$ cat src/hdl/opdec_pkg.sv
// Package: opcode decoder encodings, lengths, timings and field positions
//
// Summary of operation
// [RULE1] AND into accumulator: 5*,55,56/57,54; one cycle
// [RULE2] AND direct: 52 two bytes; 53 three bytes/two
// [RULE3] OR into accumulator: 4*,45,46/47,44; one cycle
// [RULE4] OR direct: 42 two bytes; 43 three/two cycles
// [RULE5] XOR into accumulator: 6*,65,66/67,64; one cycle
// [RULE6] XOR direct: 62 two bytes; 63 three/two cycles
// [RULE7] Rotate left 23, through carry 33
// [RULE8] Rotate right 03, through carry 13
// [RULE9] C4 swaps accumulator nibbles, one byte
// [RULE10] Load accumulator: E*,E5,E6/E7,74 one cycle
// [RULE11] Store accumulator: F*,F5,F6/F7 one cycle
// [RULE12] A* register from direct two cycles; 7* one
// [RULE13] Direct write: 8*,85,86/87,75 two cycles
// [RULE14] Indirect write: A6/A7 two cycles; 76/77 one
// [RULE15] 90 loads sixteen-bit data pointer, three bytes
// [RULE16] Code read: 93 pointer-based, 83 counter-based
// [RULE17] External read: E2/E3 8-bit, E0 pointer
// [RULE18] External write: F2/F3 8-bit, F0 pointer
// [RULE19] C0 push, D0 pop; two bytes, two cycles
// [RULE20] Exchange accumulator: C*,C5,C6/C7 one cycle
// [RULE21] D6/D7 exchange low digits only
// [RULE22] Software avoids direct move from accumulator location
// [RULE23] Asterisk group means low digit 8 to F
// [RULE24] Indirect address from bank R0 or R1
// [RULE25] Immediates from stream; pointer uses bytes 2,3
// [RULE26] Low three bits pick register; bit0 R0/R1
package opdec_pkg;

   // ==========================================================
   // Operation classes
   typedef enum logic [4:0] {
      NO_OP, BITWISE_AND_OP, BITWISE_OR_OP, BITWISE_XOR_OP,
      CLEAR_ACCUMULATOR_OP, INVERT_ACCUMULATOR_OP,
      ROTATE_LEFT_OP, ROTATE_LEFT_CARRY_OP, ROTATE_RIGHT_OP,
      ROTATE_RIGHT_CARRY_OP, SWAP_NIBBLE_OP, MOVE_OP,
      LOAD_POINTER_OP, CODE_TABLE_READ_OP, EXTERNAL_DATA_MOVE_OP,
      PUSH_OP, POP_OP, EXCHANGE_OP, EXCHANGE_LOW_DIGIT_OP
   } op_type;

   // ==========================================================
   // Operand locations
   typedef enum logic [3:0] {
      LOC_NONE, LOC_ACC, LOC_REG, LOC_DIRECT, LOC_INDIRECT,
      LOC_IMM, LOC_POINTER, LOC_CODE_PTR, LOC_CODE_PC,
      LOC_EXT_SHORT, LOC_EXT_POINTER, LOC_STACK, LOC_DIRECT2
   } loc_type;

   // ==========================================================
   // Field positions and group encodings
   localparam int         HI_MSB          = 7;
   localparam int         HI_LSB          = 4;
   localparam int         LO_MSB          = 3;
   localparam int         LO_LSB          = 0;
   localparam logic [3:0] GRP_OR          = 4'h4;
   localparam logic [3:0] GRP_AND         = 4'h5;
   localparam logic [3:0] GRP_XOR         = 4'h6;
   localparam logic [3:0] GRP_MOV_IMM     = 4'h7;
   localparam logic [3:0] GRP_MOV_DIR     = 4'h8;
   localparam logic [3:0] GRP_MOV_REGDIR  = 4'ha;
   localparam logic [3:0] GRP_EXCH        = 4'hc;
   localparam logic [3:0] GRP_LOWDIG_POP  = 4'hd;
   localparam logic [3:0] GRP_LOAD_ACC    = 4'he;
   localparam logic [3:0] GRP_STORE_ACC   = 4'hf;
   localparam logic [3:0] LO_DIR_ACC      = 4'h2;
   localparam logic [3:0] LO_DIR_IMM      = 4'h3;
   localparam logic [3:0] LO_IMM          = 4'h4;
   localparam logic [3:0] LO_DIRECT       = 4'h5;
   localparam logic [3:0] LO_IND0         = 4'h6;
   localparam logic [3:0] LO_IND1         = 4'h7;

   // ==========================================================
   // Single opcodes
   localparam logic [7:0] OPC_ROT_R       = 8'h03;
   localparam logic [7:0] OPC_ROT_RC      = 8'h13;
   localparam logic [7:0] OPC_ROT_L       = 8'h23;
   localparam logic [7:0] OPC_ROT_LC      = 8'h33;
   localparam logic [7:0] OPC_MOV_A_IMM   = 8'h74;
   localparam logic [7:0] OPC_MOV_D_IMM   = 8'h75;
   localparam logic [7:0] OPC_CODE_PC     = 8'h83;
   localparam logic [7:0] OPC_MOV_D_D     = 8'h85;
   localparam logic [7:0] OPC_LOAD_PTR    = 8'h90;
   localparam logic [7:0] OPC_CODE_PTR    = 8'h93;
   localparam logic [7:0] OPC_PUSH        = 8'hc0;
   localparam logic [7:0] OPC_EXCH_DIR    = 8'hc5;
   localparam logic [7:0] OPC_A_FROM_DIR  = 8'he5;
   localparam logic [7:0] OPC_A_TO_DIR    = 8'hf5;
   localparam logic [7:0] OPC_SWAP        = 8'hc4;
   localparam logic [7:0] OPC_POP         = 8'hd0;
   localparam logic [7:0] OPC_XRD_PTR     = 8'he0;
   localparam logic [7:0] OPC_XRD_R0      = 8'he2;
   localparam logic [7:0] OPC_XRD_R1      = 8'he3;
   localparam logic [7:0] OPC_CLEAR_A     = 8'he4;
   localparam logic [7:0] OPC_XWR_PTR     = 8'hf0;
   localparam logic [7:0] OPC_XWR_R0      = 8'hf2;
   localparam logic [7:0] OPC_XWR_R1      = 8'hf3;
   localparam logic [7:0] OPC_INVERT_A    = 8'hf4;
   localparam logic [7:0] ACC_SFR_ADDR    = 8'he0;

   // ==========================================================
   // Lengths, cycle counts and timing
   localparam logic [1:0] LEN_1           = 2'h1;
   localparam logic [1:0] LEN_2           = 2'h2;
   localparam logic [1:0] LEN_3           = 2'h3;
   localparam logic [2:0] CYC_1           = 3'h1;
   localparam logic [2:0] CYC_2           = 3'h2;
   localparam int         CLK_PER_MCYC    = 12;
   localparam logic [3:0] MCYC_LAST       = 4'(CLK_PER_MCYC - 1);

endpackage

$ cat src/hdl/opdec_table.sv
// Combinational opcode table: class, operands, length and timing
`timescale 1ns/1ps
module opdec_table
   import opdec_pkg::*;
(
   input  wire logic [7:0] opcode_i,
   output op_type          op_o,
   output loc_type         src_o,
   output loc_type         dst_o,
   output logic [1:0]      len_o,
   output logic [2:0]      cyc_o,
   output logic            valid_o
);

   logic [3:0] hi;
   logic [3:0] lo;
   assign hi = opcode_i[HI_MSB:HI_LSB];
   assign lo = opcode_i[LO_MSB:LO_LSB];

   // Low digit 8..F marks a register group
   function automatic logic is_reg_grp(input logic [3:0] l);
      return l[3];
   endfunction

   function automatic logic is_ind(input logic [3:0] l);
      return (l == LO_IND0) || (l == LO_IND1);
   endfunction

   always_comb begin
      op_o    = NO_OP;
      src_o   = LOC_NONE;
      dst_o   = LOC_NONE;
      len_o   = LEN_1;
      cyc_o   = CYC_1;
      valid_o = 1'b1;
      // ==========================================================
      // Logic groups share one layout
      if (hi == GRP_AND || hi == GRP_OR || hi == GRP_XOR) begin
         op_o  = (hi == GRP_AND) ? BITWISE_AND_OP :
                 (hi == GRP_OR)  ? BITWISE_OR_OP : BITWISE_XOR_OP;
         dst_o = LOC_ACC;
         if (is_reg_grp(lo)) begin
            src_o = LOC_REG; // RULE1 RULE3 RULE5 RULE23
         end else if (lo == LO_DIRECT) begin
            src_o = LOC_DIRECT;
            len_o = LEN_2;
         end else if (is_ind(lo)) begin
            src_o = LOC_INDIRECT; // RULE24
         end else if (lo == LO_IMM) begin
            src_o = LOC_IMM; // RULE25
            len_o = LEN_2;
         end else if (lo == LO_DIR_ACC) begin
            src_o = LOC_ACC; // RULE2 RULE4 RULE6
            dst_o = LOC_DIRECT;
            len_o = LEN_2;
         end else if (lo == LO_DIR_IMM) begin
            src_o = LOC_IMM; // RULE2 RULE4 RULE6
            dst_o = LOC_DIRECT;
            len_o = LEN_3;
            cyc_o = CYC_2;
         end else begin
            op_o    = NO_OP;
            dst_o   = LOC_NONE;
            valid_o = 1'b0;
         end
      end else if (is_reg_grp(lo) && hi == GRP_LOAD_ACC) begin
         op_o = MOVE_OP; src_o = LOC_REG; dst_o = LOC_ACC; // RULE10
      end else if (is_reg_grp(lo) && hi == GRP_STORE_ACC) begin
         op_o = MOVE_OP; src_o = LOC_ACC; dst_o = LOC_REG; // RULE11
      end else if (is_reg_grp(lo) && hi == GRP_MOV_REGDIR) begin
         op_o = MOVE_OP; src_o = LOC_DIRECT; dst_o = LOC_REG; // RULE12
         len_o = LEN_2; cyc_o = CYC_2;
      end else if (is_reg_grp(lo) && hi == GRP_MOV_IMM) begin
         op_o = MOVE_OP; src_o = LOC_IMM; dst_o = LOC_REG; // RULE12
         len_o = LEN_2;
      end else if (is_reg_grp(lo) && hi == GRP_MOV_DIR) begin
         op_o = MOVE_OP; src_o = LOC_REG; dst_o = LOC_DIRECT; // RULE13
         len_o = LEN_2; cyc_o = CYC_2;
      end else if (is_reg_grp(lo) && hi == GRP_EXCH) begin
         op_o = EXCHANGE_OP; src_o = LOC_REG; dst_o = LOC_ACC; // RULE20
      end else if (is_ind(lo) && hi == GRP_LOAD_ACC) begin
         op_o = MOVE_OP; src_o = LOC_INDIRECT; dst_o = LOC_ACC; // RULE10
      end else if (is_ind(lo) && hi == GRP_STORE_ACC) begin
         op_o = MOVE_OP; src_o = LOC_ACC; dst_o = LOC_INDIRECT; // RULE11
      end else if (is_ind(lo) && hi == GRP_MOV_REGDIR) begin
         op_o = MOVE_OP; src_o = LOC_DIRECT; dst_o = LOC_INDIRECT; // RULE14
         len_o = LEN_2; cyc_o = CYC_2;
      end else if (is_ind(lo) && hi == GRP_MOV_IMM) begin
         op_o = MOVE_OP; src_o = LOC_IMM; dst_o = LOC_INDIRECT; // RULE14
         len_o = LEN_2;
      end else if (is_ind(lo) && hi == GRP_MOV_DIR) begin
         op_o = MOVE_OP; src_o = LOC_INDIRECT; dst_o = LOC_DIRECT; // RULE13
         len_o = LEN_2; cyc_o = CYC_2;
      end else if (is_ind(lo) && hi == GRP_EXCH) begin
         op_o = EXCHANGE_OP; src_o = LOC_INDIRECT; dst_o = LOC_ACC; // RULE20
      end else if (is_ind(lo) && hi == GRP_LOWDIG_POP) begin
         op_o = EXCHANGE_LOW_DIGIT_OP; // RULE21
         src_o = LOC_INDIRECT; dst_o = LOC_ACC;
      end else begin
         unique case (opcode_i)
            OPC_ROT_L:  op_o = ROTATE_LEFT_OP; // RULE7
            OPC_ROT_LC: op_o = ROTATE_LEFT_CARRY_OP; // RULE7
            OPC_ROT_R:  op_o = ROTATE_RIGHT_OP; // RULE8
            OPC_ROT_RC: op_o = ROTATE_RIGHT_CARRY_OP; // RULE8
            OPC_SWAP: op_o = SWAP_NIBBLE_OP; // RULE9
            OPC_CLEAR_A: op_o = CLEAR_ACCUMULATOR_OP;
            OPC_INVERT_A: op_o = INVERT_ACCUMULATOR_OP;
            OPC_A_FROM_DIR: begin
               op_o = MOVE_OP; src_o = LOC_DIRECT; // RULE10
               len_o = LEN_2;
            end
            OPC_MOV_A_IMM: begin
               op_o = MOVE_OP; src_o = LOC_IMM; // RULE10
               len_o = LEN_2;
            end
            OPC_A_TO_DIR: begin
               op_o = MOVE_OP; src_o = LOC_ACC; dst_o = LOC_DIRECT; // RULE11
               len_o = LEN_2;
            end
            OPC_MOV_D_D: begin
               op_o = MOVE_OP; src_o = LOC_DIRECT2; // RULE13
               dst_o = LOC_DIRECT; len_o = LEN_3; cyc_o = CYC_2;
            end
            OPC_MOV_D_IMM: begin
               op_o = MOVE_OP; src_o = LOC_IMM; dst_o = LOC_DIRECT; // RULE13
               len_o = LEN_3; cyc_o = CYC_2;
            end
            OPC_LOAD_PTR: begin
               op_o = LOAD_POINTER_OP; src_o = LOC_IMM; // RULE15
               dst_o = LOC_POINTER; len_o = LEN_3; cyc_o = CYC_2;
            end
            OPC_CODE_PTR: begin
               op_o = CODE_TABLE_READ_OP; src_o = LOC_CODE_PTR; // RULE16
               cyc_o = CYC_2;
            end
            OPC_CODE_PC: begin
               op_o = CODE_TABLE_READ_OP; src_o = LOC_CODE_PC; // RULE16
               cyc_o = CYC_2;
            end
            OPC_XRD_R0, OPC_XRD_R1: begin
               op_o = EXTERNAL_DATA_MOVE_OP; src_o = LOC_EXT_SHORT; // RULE17
               cyc_o = CYC_2;
            end
            OPC_XRD_PTR: begin
               op_o = EXTERNAL_DATA_MOVE_OP; src_o = LOC_EXT_POINTER; // RULE17
               cyc_o = CYC_2;
            end
            OPC_XWR_R0, OPC_XWR_R1: begin
               op_o = EXTERNAL_DATA_MOVE_OP; src_o = LOC_ACC; // RULE18
               dst_o = LOC_EXT_SHORT; cyc_o = CYC_2;
            end
            OPC_XWR_PTR: begin
               op_o = EXTERNAL_DATA_MOVE_OP; src_o = LOC_ACC; // RULE18
               dst_o = LOC_EXT_POINTER; cyc_o = CYC_2;
            end
            OPC_PUSH: begin
               op_o = PUSH_OP; src_o = LOC_DIRECT; dst_o = LOC_STACK; // RULE19
               len_o = LEN_2; cyc_o = CYC_2;
            end
            OPC_POP: begin
               op_o = POP_OP; src_o = LOC_STACK; dst_o = LOC_DIRECT; // RULE19
               len_o = LEN_2; cyc_o = CYC_2;
            end
            OPC_EXCH_DIR: begin
               op_o = EXCHANGE_OP; src_o = LOC_DIRECT; // RULE20
               len_o = LEN_2;
            end
            default: valid_o = 1'b0;
         endcase
         if (op_o inside {ROTATE_LEFT_OP, ROTATE_LEFT_CARRY_OP,
                          ROTATE_RIGHT_OP, ROTATE_RIGHT_CARRY_OP,
                          SWAP_NIBBLE_OP, CLEAR_ACCUMULATOR_OP,
                          INVERT_ACCUMULATOR_OP}) begin
            src_o = LOC_ACC;
            dst_o = LOC_ACC;
         end else if (op_o == MOVE_OP && dst_o == LOC_NONE) begin
            dst_o = LOC_ACC;
         end else if (op_o == EXCHANGE_OP) begin
            dst_o = LOC_ACC;
         end else if (op_o == CODE_TABLE_READ_OP ||
                      (op_o == EXTERNAL_DATA_MOVE_OP &&
                       src_o != LOC_ACC)) begin
            dst_o = LOC_ACC;
         end
      end
   end

endmodule

$ cat src/hdl/opdec_core.sv
// Opcode decoder with registered results and machine-cycle timing
`timescale 1ns/1ps
module opdec_core
   import opdec_pkg::*;
(
   input  wire logic       core_clk_i,
   input  wire logic       resetn_i,
   input  wire logic       start_i,
   input  wire logic [7:0] opcode_i,
   input  wire logic [7:0] byte2_i,
   input  wire logic [7:0] byte3_i,
   input  wire logic [7:0] bank_i,
   output op_type          op_o,
   output loc_type         src_o,
   output loc_type         dst_o,
   output logic [1:0]      len_o,
   output logic [2:0]      cyc_o,
   output logic [2:0]      reg_sel_o,
   output logic [7:0]      reg_addr_o,
   output logic [7:0]      imm_o,
   output logic [15:0]     pointer_imm_o,
   output logic            illegal_o,
   output logic            acc_self_move_o,
   output logic            busy_o,
   output logic            done_o
);

   // ==========================================================
   // Table lookup
   op_type     t_op;
   loc_type    t_src;
   loc_type    t_dst;
   logic [1:0] t_len;
   logic [2:0] t_cyc;
   logic       t_valid;

   opdec_table u_table (
      .opcode_i (opcode_i),
      .op_o     (t_op),
      .src_o    (t_src),
      .dst_o    (t_dst),
      .len_o    (t_len),
      .cyc_o    (t_cyc),
      .valid_o  (t_valid)
   );

   typedef enum logic [0:0] {IDLE, EXEC} state_type;
   state_type  state;
   logic [3:0] clk_cnt;
   logic [2:0] mcyc_left;
   logic       accept;

   assign accept = start_i && (state == IDLE);

   // Register select: three bits for groups, bit0 for paired indirect
   function automatic logic [2:0] pick_reg(input logic [7:0] opc);
      return opc[3] ? opc[2:0] : {2'b00, opc[0]};
   endfunction

   // ==========================================================
   // Decode capture
   always_ff @(posedge core_clk_i or negedge resetn_i) begin
      if (!resetn_i) begin
         op_o            <= NO_OP;
         src_o           <= LOC_NONE;
         dst_o           <= LOC_NONE;
         len_o           <= LEN_1;
         cyc_o           <= CYC_1;
         reg_sel_o       <= 3'h0;
         reg_addr_o      <= 8'h00;
         imm_o           <= 8'h00;
         pointer_imm_o   <= 16'h0000;
         illegal_o       <= 1'b0;
         acc_self_move_o <= 1'b0;
      end else if (accept) begin
         op_o          <= t_op;
         src_o         <= t_src;
         dst_o         <= t_dst;
         len_o         <= t_len;
         cyc_o         <= t_cyc;
         illegal_o     <= !t_valid;
         reg_sel_o     <= pick_reg(opcode_i); // RULE26
         // Bank base plus register number
         reg_addr_o    <= 8'(bank_i + {5'h00, pick_reg(opcode_i)}); // RULE24
         // Three-byte immediates sit in the last byte
         imm_o         <= (t_len == LEN_3) ? byte3_i : byte2_i; // RULE25
         pointer_imm_o <= {byte2_i, byte3_i}; // RULE25
         // Flagged only; the move itself is not executed specially
         acc_self_move_o <= (opcode_i == OPC_A_FROM_DIR) &&
                            (byte2_i == ACC_SFR_ADDR); // RULE22
      end
   end

   // ==========================================================
   // Machine-cycle timing
   always_ff @(posedge core_clk_i or negedge resetn_i) begin
      if (!resetn_i) begin
         state     <= IDLE;
         clk_cnt   <= 4'h0;
         mcyc_left <= 3'h0;
         busy_o    <= 1'b0;
         done_o    <= 1'b0;
      end else begin
         done_o <= 1'b0;
         unique case (state)
            IDLE: begin
               if (accept) begin
                  state     <= EXEC;
                  clk_cnt   <= 4'h0;
                  mcyc_left <= t_cyc;
                  busy_o    <= 1'b1;
               end
            end
            EXEC: begin
               if (clk_cnt == MCYC_LAST) begin
                  clk_cnt <= 4'h0;
                  if (mcyc_left == CYC_1) begin
                     state  <= IDLE;
                     busy_o <= 1'b0;
                     done_o <= 1'b1;
                  end else begin
                     mcyc_left <= mcyc_left - 3'h1;
                  end
               end else begin
                  clk_cnt <= clk_cnt + 4'h1;
               end
            end
         endcase
      end
   end
endmodule

$ cat config.mk
export PLATFORM = sky130hd
export DESIGN_NAME = opdec_core
export DESIGN_NICKNAME = d
export VERILOG_FILES = /design/src/hdl/opdec_pkg.sv /design/src/hdl/opdec_table.sv /design/src/hdl/opdec_core.sv
export SDC_FILE = /design/constraint.sdc
export NUM_CORES = 1
export LEC_CHECK = 0
export ABC_AREA = 1
export BUFFER_PORTS_ARGS = -buffer_cell sky130_fd_sc_hd__clkbuf_2
export CELL_PAD_IN_SITES_DETAIL_PLACEMENT = 1
export CELL_PAD_IN_SITES_GLOBAL_PLACEMENT = 1
export CORE_MARGIN = 8
export CORE_UTILIZATION = 38
export DETAILED_ROUTE_END_ITERATION = 12
export PLACE_DENSITY_LB_ADDON = 0.1
export SLEW_MARGIN = 15
export SYNTH_ARGS = -nofsm -noshare
export SYNTH_HDL_FRONTEND = slang
export SYNTH_SLANG_ARGS = --single-unit
$ cat constraint.sdc
create_clock -name core_clk_i -period 2.02 [get_ports core_clk_i]
set_input_delay 0.101 -clock core_clk_i [delete_from_list [all_inputs] [get_ports core_clk_i]]
set_output_delay 0.101 -clock core_clk_i [all_outputs]
set_load 0.03 [all_outputs]
==> results of run 1 <==
==> routing by layer <==
layer,vias up,GRT usage,share of wire
met4,0,0.0867,0.027
li1,1879,-,-
met5,-,0,0
met1,1816,0.252,0.44
met3,25,0.0441,0.065
met2,117,0.328,0.47
==> state kept, by name, summed over array words and instances (netlist names) <==
name             count
reg_sel_o            3
reg_addr_o           8
op_o                 5
busy_o               1
cyc_o                2
dst_o                4
src_o                4
acc_self_move_o      1
illegal_o            1
done_o               1
state                1
imm_o                8
mcyc_left            3
len_o                2
pointer_imm_o       16
clk_cnt              4
==> logic make-up after synthesis <==
logic type	after synthesis
AO/OA/AOI/OAI	61
flip-flops	64
multiplexers	1
buffers and inverters	82
other	1
XOR/XNOR	4
adder cells (fa/ha/maj)	7
AND/OR/NAND/NOR	305
==> cell type report <==
cell class	count	area (um^2)
fillers	1299	5010
multi-input cells	379	1820
flip-flops and latches	64	1600
repair buffers	107	606
inverters	69	262
well taps	133	166
clock buffers	11	131
clock inverters	5	81.3
==> layout by cell type (no fill, tap or decap), drive strengths merged, types with 3 or more instances in the layout <==
| cell | count |
|---|---|
| nand2 | 177 |
| clkbuf | 100 |
| inv | 68 |
| nor2 | 63 |
| dfrtp | 62 |
| o21ai | 35 |
| nand3 | 34 |
| buf | 17 |
| nor3 | 15 |
| a21oi | 14 |
| nand4 | 11 |
| ha | 6 |
| xor2 | 3 |
| clkinv | 3 |
==> worst paths after layout <==
| kind | slack, ns | to | start |
|---|---|---|---|
| setup / recovery | 0.26 | op_o[1]$_DFFE_PN0P_ | state$_DFF_PN0_ |
| setup reg to reg | 0.26 | op_o[1]$_DFFE_PN0P_ | state$_DFF_PN0_ |
| hold reg to reg | 0.48 | len_o[0]$_DFFE_PN1P_ | len_o[0]$_DFFE_PN1P_ |
| min in group asynchronous | 0.31 | reg_addr_o[1]$_DFFE_PN0P_ | resetn_i |
| max in group asynchronous | 1.38 | cyc_o[0]$_DFFE_PN1P_ | resetn_i |
| hold / removal | 0.02 | pointer_imm_o[14]$_DFFE_PN0P_ | byte2_i[6] |
==> through the flow <==
step                setup TNS, ns  total power [mW]  hold slack, ns  setup WS, ns  utilization
finish                          0              2.91          0.0164         0.260        0.482
global route                    0              3.04          0.0243         0.122        0.482
CTS                             0              2.94          0.0134         0.225        0.482
detailed placement        -0.0522              1.71           0.161       -0.0522        0.459
global placement                0              1.70           0.142        0.0987        0.459
floorplan                       0              1.55          -0.195         0.328            -
==> worst max-delay path, cell delays in order, from the launching register on <==
cell and delay, ns:
dfrtp_1 0.48, inv_1 0.11, nand2_2 0.10, clkinv_1 0.32
nand2_1 0.29, inv_1 0.08, a32oi_1 0.18, nand2_1 0.08
==> power groups by stage <==
stage	Clock (mW)	Sequential [mW]	Combinational, mW
after floorplan	0	1.31	0.234
final	1.22	1.29	0.398
after detailed placement	0	1.31	0.399
after CTS	1.25	1.29	0.404
after global placement	0	1.31	0.388
after global routing	1.30	1.29	0.454
==> what timing repair did <==
| item | 4_1_cts | 5_1_grt |
|---|---|---|
| hold endpoints to repair | 62 | 0 |
| gates resized for setup | 0 | 0 |
| hold buffers | 1 | 0 |
==> metrics.md, run 1 <==
| Metric | Value |
|---|---|
| Outcome | finished clean |
| Yosys cell types | 43 |
| Combinational Power Share | 0.137 |
| Power density over the cells | 623 nW/um^2 |
| Largest net degree at the start of global routing | 80 |
| Die Height | 115 um |
| Worst EP arrival | 2.00 ns |
| Final Hold Viols | 0 |
| DRC viols | 0 |
| Critical Path Fanout Max | 12 |
| Crit end category | register |
| Clock Path Buffers | 2 |
| R2R depth | 7 |
| Total track usage | 0.202 |
| Placed Instances | 751 |
| Setup Buffers After CTS | 0 |
| CTS tree | done |
| Core box area | between 9000 and 10,000 um^2 |
| Starting DRT DRC Count | roughly 220 |
| Main combinational cell family by area after synthesis | simple AND/OR/NAND/NOR gates |
| Min-delay worst type | primary input to register |
| Clock Latency Late Sink | 0.35 ns |
| Sequential area share after synthesis | 0.429 |
| Cell taking the most area after synthesis | dfrtp_1 |
| # H-tree levels | 3 |
| Vias per cell | 5.00 |
| Critical setup path kind | register to register |
| Number of antenna repair diodes | 0 |
| CTS Sinks | 64 |
| Die Wd | 115 um |
| P_int | 2.12 mW |
| Leak pwr | 2.75 nW |
| Peak supply drop | 0.283 mV |
| Placer Congestion | 0.901 |
| Netlist Area Pre-Place | 3740 um^2 |
| Share of cells above drive strength 1 | 0.239 |
| Unrepaired setup endpoints after global routing | false |
| Net Sw Power | 792 uW |
| EDFF count, synth | 0 |
| Worst Skew | 0.00947 ns |
| CP required | between 2 and 2.5 ns |
| Clk root buf | clkbuf_8 |
| Syn-to-layout area delta | 24.9% |
| Mux contribution to synthesized area | 0.00268 |
| Worst Hold Path Cells | 3 |
| Sw Ratio | 0.272 |
| CP startpoint kind | register |
| Post-Synth Simple-Gate Area | 0.357 |
| Placement Rows | 36 |
| Via Count | 3,837 |
| Synthesized area per cell | 7.12 um^2 |
| Clock transition at path regs | 0.07 ns |
| Most used DFF post-synth | dfrtp_1 |
| Dpl hpwl | just over 10 mm |
| Share of the synthesized area in the top cell type | 0.415 |
| Final Cell Area | 4670 um^2 |
| Total of max-cap violations | 0 |
| Grt total ovfl | 0 |
| WL/cell | 16.7 um |
| IO Count | 92 |
| Mapped Cells | 525 |
| Count leader, synth | nand2_1 |
| Flops & latches, synth | between 60 and 70 |
| Number of global-route vias before repair | just over 4k |
| Slew Limit Fails | 0 |
| Post-synthesis xor/xnor area fraction | 0.00937 |
| Synthesized net count | 567 |
| Reg power frac | 0.443 |
| Clock power frac | 0.420 |
| Die area | 13,300 um^2 |
| Compound-Gate Fraction of Synth Area | 0.0907 |
| First-pass GRT wire length | 21.0 mm |
| DRT Wirelength | ~13 mm |
| Pre-antenna DRT Iters | 4 |
| Yosys warning count | 0 |
| Synth cell count leaders | 168 x nand2_1, 62 x dfrtp_1, 58 x inv_1, 58 x nor2_1 |
| TritonCTS Buffers | 9 |
| Post-DRT Antenna Nets | 0 |
| Cell area after placement | approximately 4400 um^2 |
| Final Setup Violations | 0 |
| Initial Util | 0.386 |
| F_max | 568 MHz |
| Layout Cells excl Fill | 768 |
| Initial antenna violation count | 0 |
| Synth Area in Adders | 0.0254 |
| Layout Nets | 672 |
| IO Port Bufs | 90 |
| Final Critical Period | 1.76 ns |
| Area contributors post-synth | dfrtp_1 41%, nand2_1 17%, inv_1 5.8% |
| Tcrit/Tclk final | 0.871 |
| Post-synth ARST share | 1.00 |
No activity file was read; power rests on OpenSTA's default activity.
==> run 2: changes to the inputs <==
==> constraint.sdc (replaced) <==
create_clock -name core_clk_i -period 2.02 [get_ports core_clk_i]
set_input_delay 0.606 -clock core_clk_i [delete_from_list [all_inputs] [get_ports core_clk_i]]
set_output_delay 0.606 -clock core_clk_i [all_outputs]
set_load 0.03 [all_outputs]
==> run 2 against run 1 <==
Compared with the run above:
- utilization grew 7.8 points
- critical path type is now primary input to register
- combinational power increased by 31%
- largest power group unchanged
- sequential power barely moved
- die area unchanged
- non-clock buffer count is 84 higher
- critical path depth grew 7
- flip-flop and latch count did not move
- hold slack better by 0.23 ns
- fmax down 12%
- clock power fell by 15%
==> metrics.md, run 2 (synthesis results as in run 1) <==
| Metric | Value |
|---|---|
| DRC viols | 0 |
| Leak pwr | 3.14 nW |
| F_max | 502 MHz |
| Top reg by flops | pointer_imm_o |
| Dpl hpwl | 11.6 mm |
| Wl on met1 | 6.44 mm |
| Worst-margin pin slew | roughly 0.58 ns |
| Most common cell after layout, fill and taps aside | nand2_1 |
| Slew Limit Fails | 0 |
| Share of cells above drive strength 1 | 0.370 |
| Clk root buf | clkbuf_8 |
| Worst EP arrival | 2.21 ns |
| Post-DRT Antenna Nets | 0 |
| Initial antenna violation count | 0 |
| Starting DRT DRC Count | 215 |
| CTS tree | done |
| Critical Path Fanout Max | 5 |
| CP required | between 2 and 2.5 ns |
| Die Wd | approximately 120 um |
| Outcome | finished clean |
| Clock Latency Late Sink | 0.35 ns |
| CP startpoint kind | primary input |
| Routed wl met3 | about 650 um |
| Number of antenna repair diodes | 0 |
| Placer Congestion | 0.942 |
| Final Hold Viols | 0 |
| IO Count | approximately 90 |
| Die Height | 115 um |
| Clock Path Buffers | 2 |
| Placement Rows | 36 |
| IO Port Bufs | 90 |
| Layout Nets | 756 |
| Vias per cell | 4.91 |
| DRT Wirelength | 14.4 mm |
| Met2 routed WL | just over 7 mm |
| Final Critical Period | 1.99 ns |
| Top sig layer | met4 |
| Die area | around 13,000 um^2 |
| Hold buffers post-CTS | 0 |
| First-pass GRT wire length | roughly 23 mm |
| Syn-to-layout area delta | 45.1% |
| Number of flip-flops in the largest register | 16 |
| WL/cell | 16.9 um |
| Most frequent cells in the layout | 162 x nand2_1, 96 x buf_4, 87 x clkbuf_2 |
| Final hold slack | 0.245 ns |
| # H-tree levels | 3 |
| Total track usage | 0.223 |
| Core box area | 9680 um^2 |
| Worst Skew | 0.0116 ns |
| Final Setup Violations | 0 |
| Pre-antenna DRT Iters | 4 |
| Total of max-cap violations | 0 |
| Via Count | approximately 4.2k |
| Clock transition at path regs | about 0.09 ns |
| Crit end category | register |
| CTS Sinks | 64 |
| Largest regs | pointer_imm_o: 16 flops, imm_o: 8 flops, reg_addr_o: 8 flops |
| Number of global-route vias before repair | around 4.6k |
| Peak supply drop | 0.268 mV |
| Power, Total | 2.85 mW |
| Power density over the cells | 525 nW/um^2 |
| Min-delay worst type | primary input to asynchronous set/reset pin |
| Initial Util | 0.386 |
| TritonCTS Buffers | 9 |
| Unrepaired setup endpoints after global routing | true |
| Critical setup path kind | primary input to register |
| Rel. slew slack | 0.615 |
| Grt total ovfl | 0 |
| Tcrit/Tclk final | 0.986 |
| Largest net degree at the start of global routing | 80 |
-- run 2: where the power goes --
group	switching, mW	internal, mW	leakage [nW]	total (mW)
Combinational	0.309	0.212	2.17	0.521
Sequential	0	1.29	0.886	1.29
Clock	0.556	0.481	0.0887	1.04
-- run 2: metrics by stage --
stage                     cell area (um^2)  setup WS [ns]  TNS [ns]  instances  utilization
after floorplan                       3770       -0.00335  -0.00335        525            -
after detailed placement              5100         -0.417     -8.61        832        0.526
final                                 5430         0.0288         0        852        0.560
after global placement                5100         -0.383     -7.44        832        0.526
after CTS                             5290       -0.00561  -0.00561        848        0.546
after global routing                  5430        -0.0218   -0.0218        852        0.560
-- run 2: worst paths after layout --
| check | start | endpoint | slack [ns] | cells past startpoint |
|---|---|---|---|---|
| min in group core_clk_i | src_o[3]$_DFFE_PN0P_ | src_o[3]$_DFFE_PN0P_ | 0.49 | 2 |
| setup / recovery | opcode_i[1] | reg_addr_o[7]$_DFFE_PN0P_ | 0.03 | 14 |
| hold / removal | resetn_i | reg_addr_o[4]$_DFFE_PN0P_ | 0.25 | 1 |
| setup reg to reg | state$_DFF_PN0_ | op_o[0]$_DFFE_PN0P_ | 0.37 | 7 |
| hold reg to reg | src_o[3]$_DFFE_PN0P_ | src_o[3]$_DFFE_PN0P_ | 0.49 | 2 |
| max in group asynchronous | resetn_i | state$_DFF_PN0_ | 1.20 | 2 |
-- run 2: routing by layer --
metal  vias up  GRT usage
met3        14     0.0415
met2        90      0.387
met5         -          0
met1      2026      0.275
li1       2050          -
met4         0     0.0657
-- run 2: area by class of cell --
class                           instances  area, um^2
Inverter                               69         262
Fill cell                            1291        4260
Tap cell                              133         166
Timing Repair Buffer                  191        1270
Clock buffer                           10         138
Clock inverter                          6        42.5
Multi-Input combinational cell        379        1940
Sequential cell                        64        1600
-- run 2: worst max-delay path: stages --
cell and delay, ns:
buf_6 0.11, buf_12 0.12, nand2_8 0.07, inv_2 0.04
ha_4 0.25, a21oi_2 0.05, nor2_2 0.13, nor2_1 0.05
nor2_1 0.20, nand2_1 0.13, nor2_2 0.15, nand2_1 0.08
xor2_1 0.15, o21ai_1 0.07
-- run 2: what timing repair did --
item                                    4_1_cts  5_1_grt
pin swaps                                     0        9
resized for setup                             3       34
endpoints found under the setup margin        5       20
cloned                                        0        0
setup buffers                                 0        4
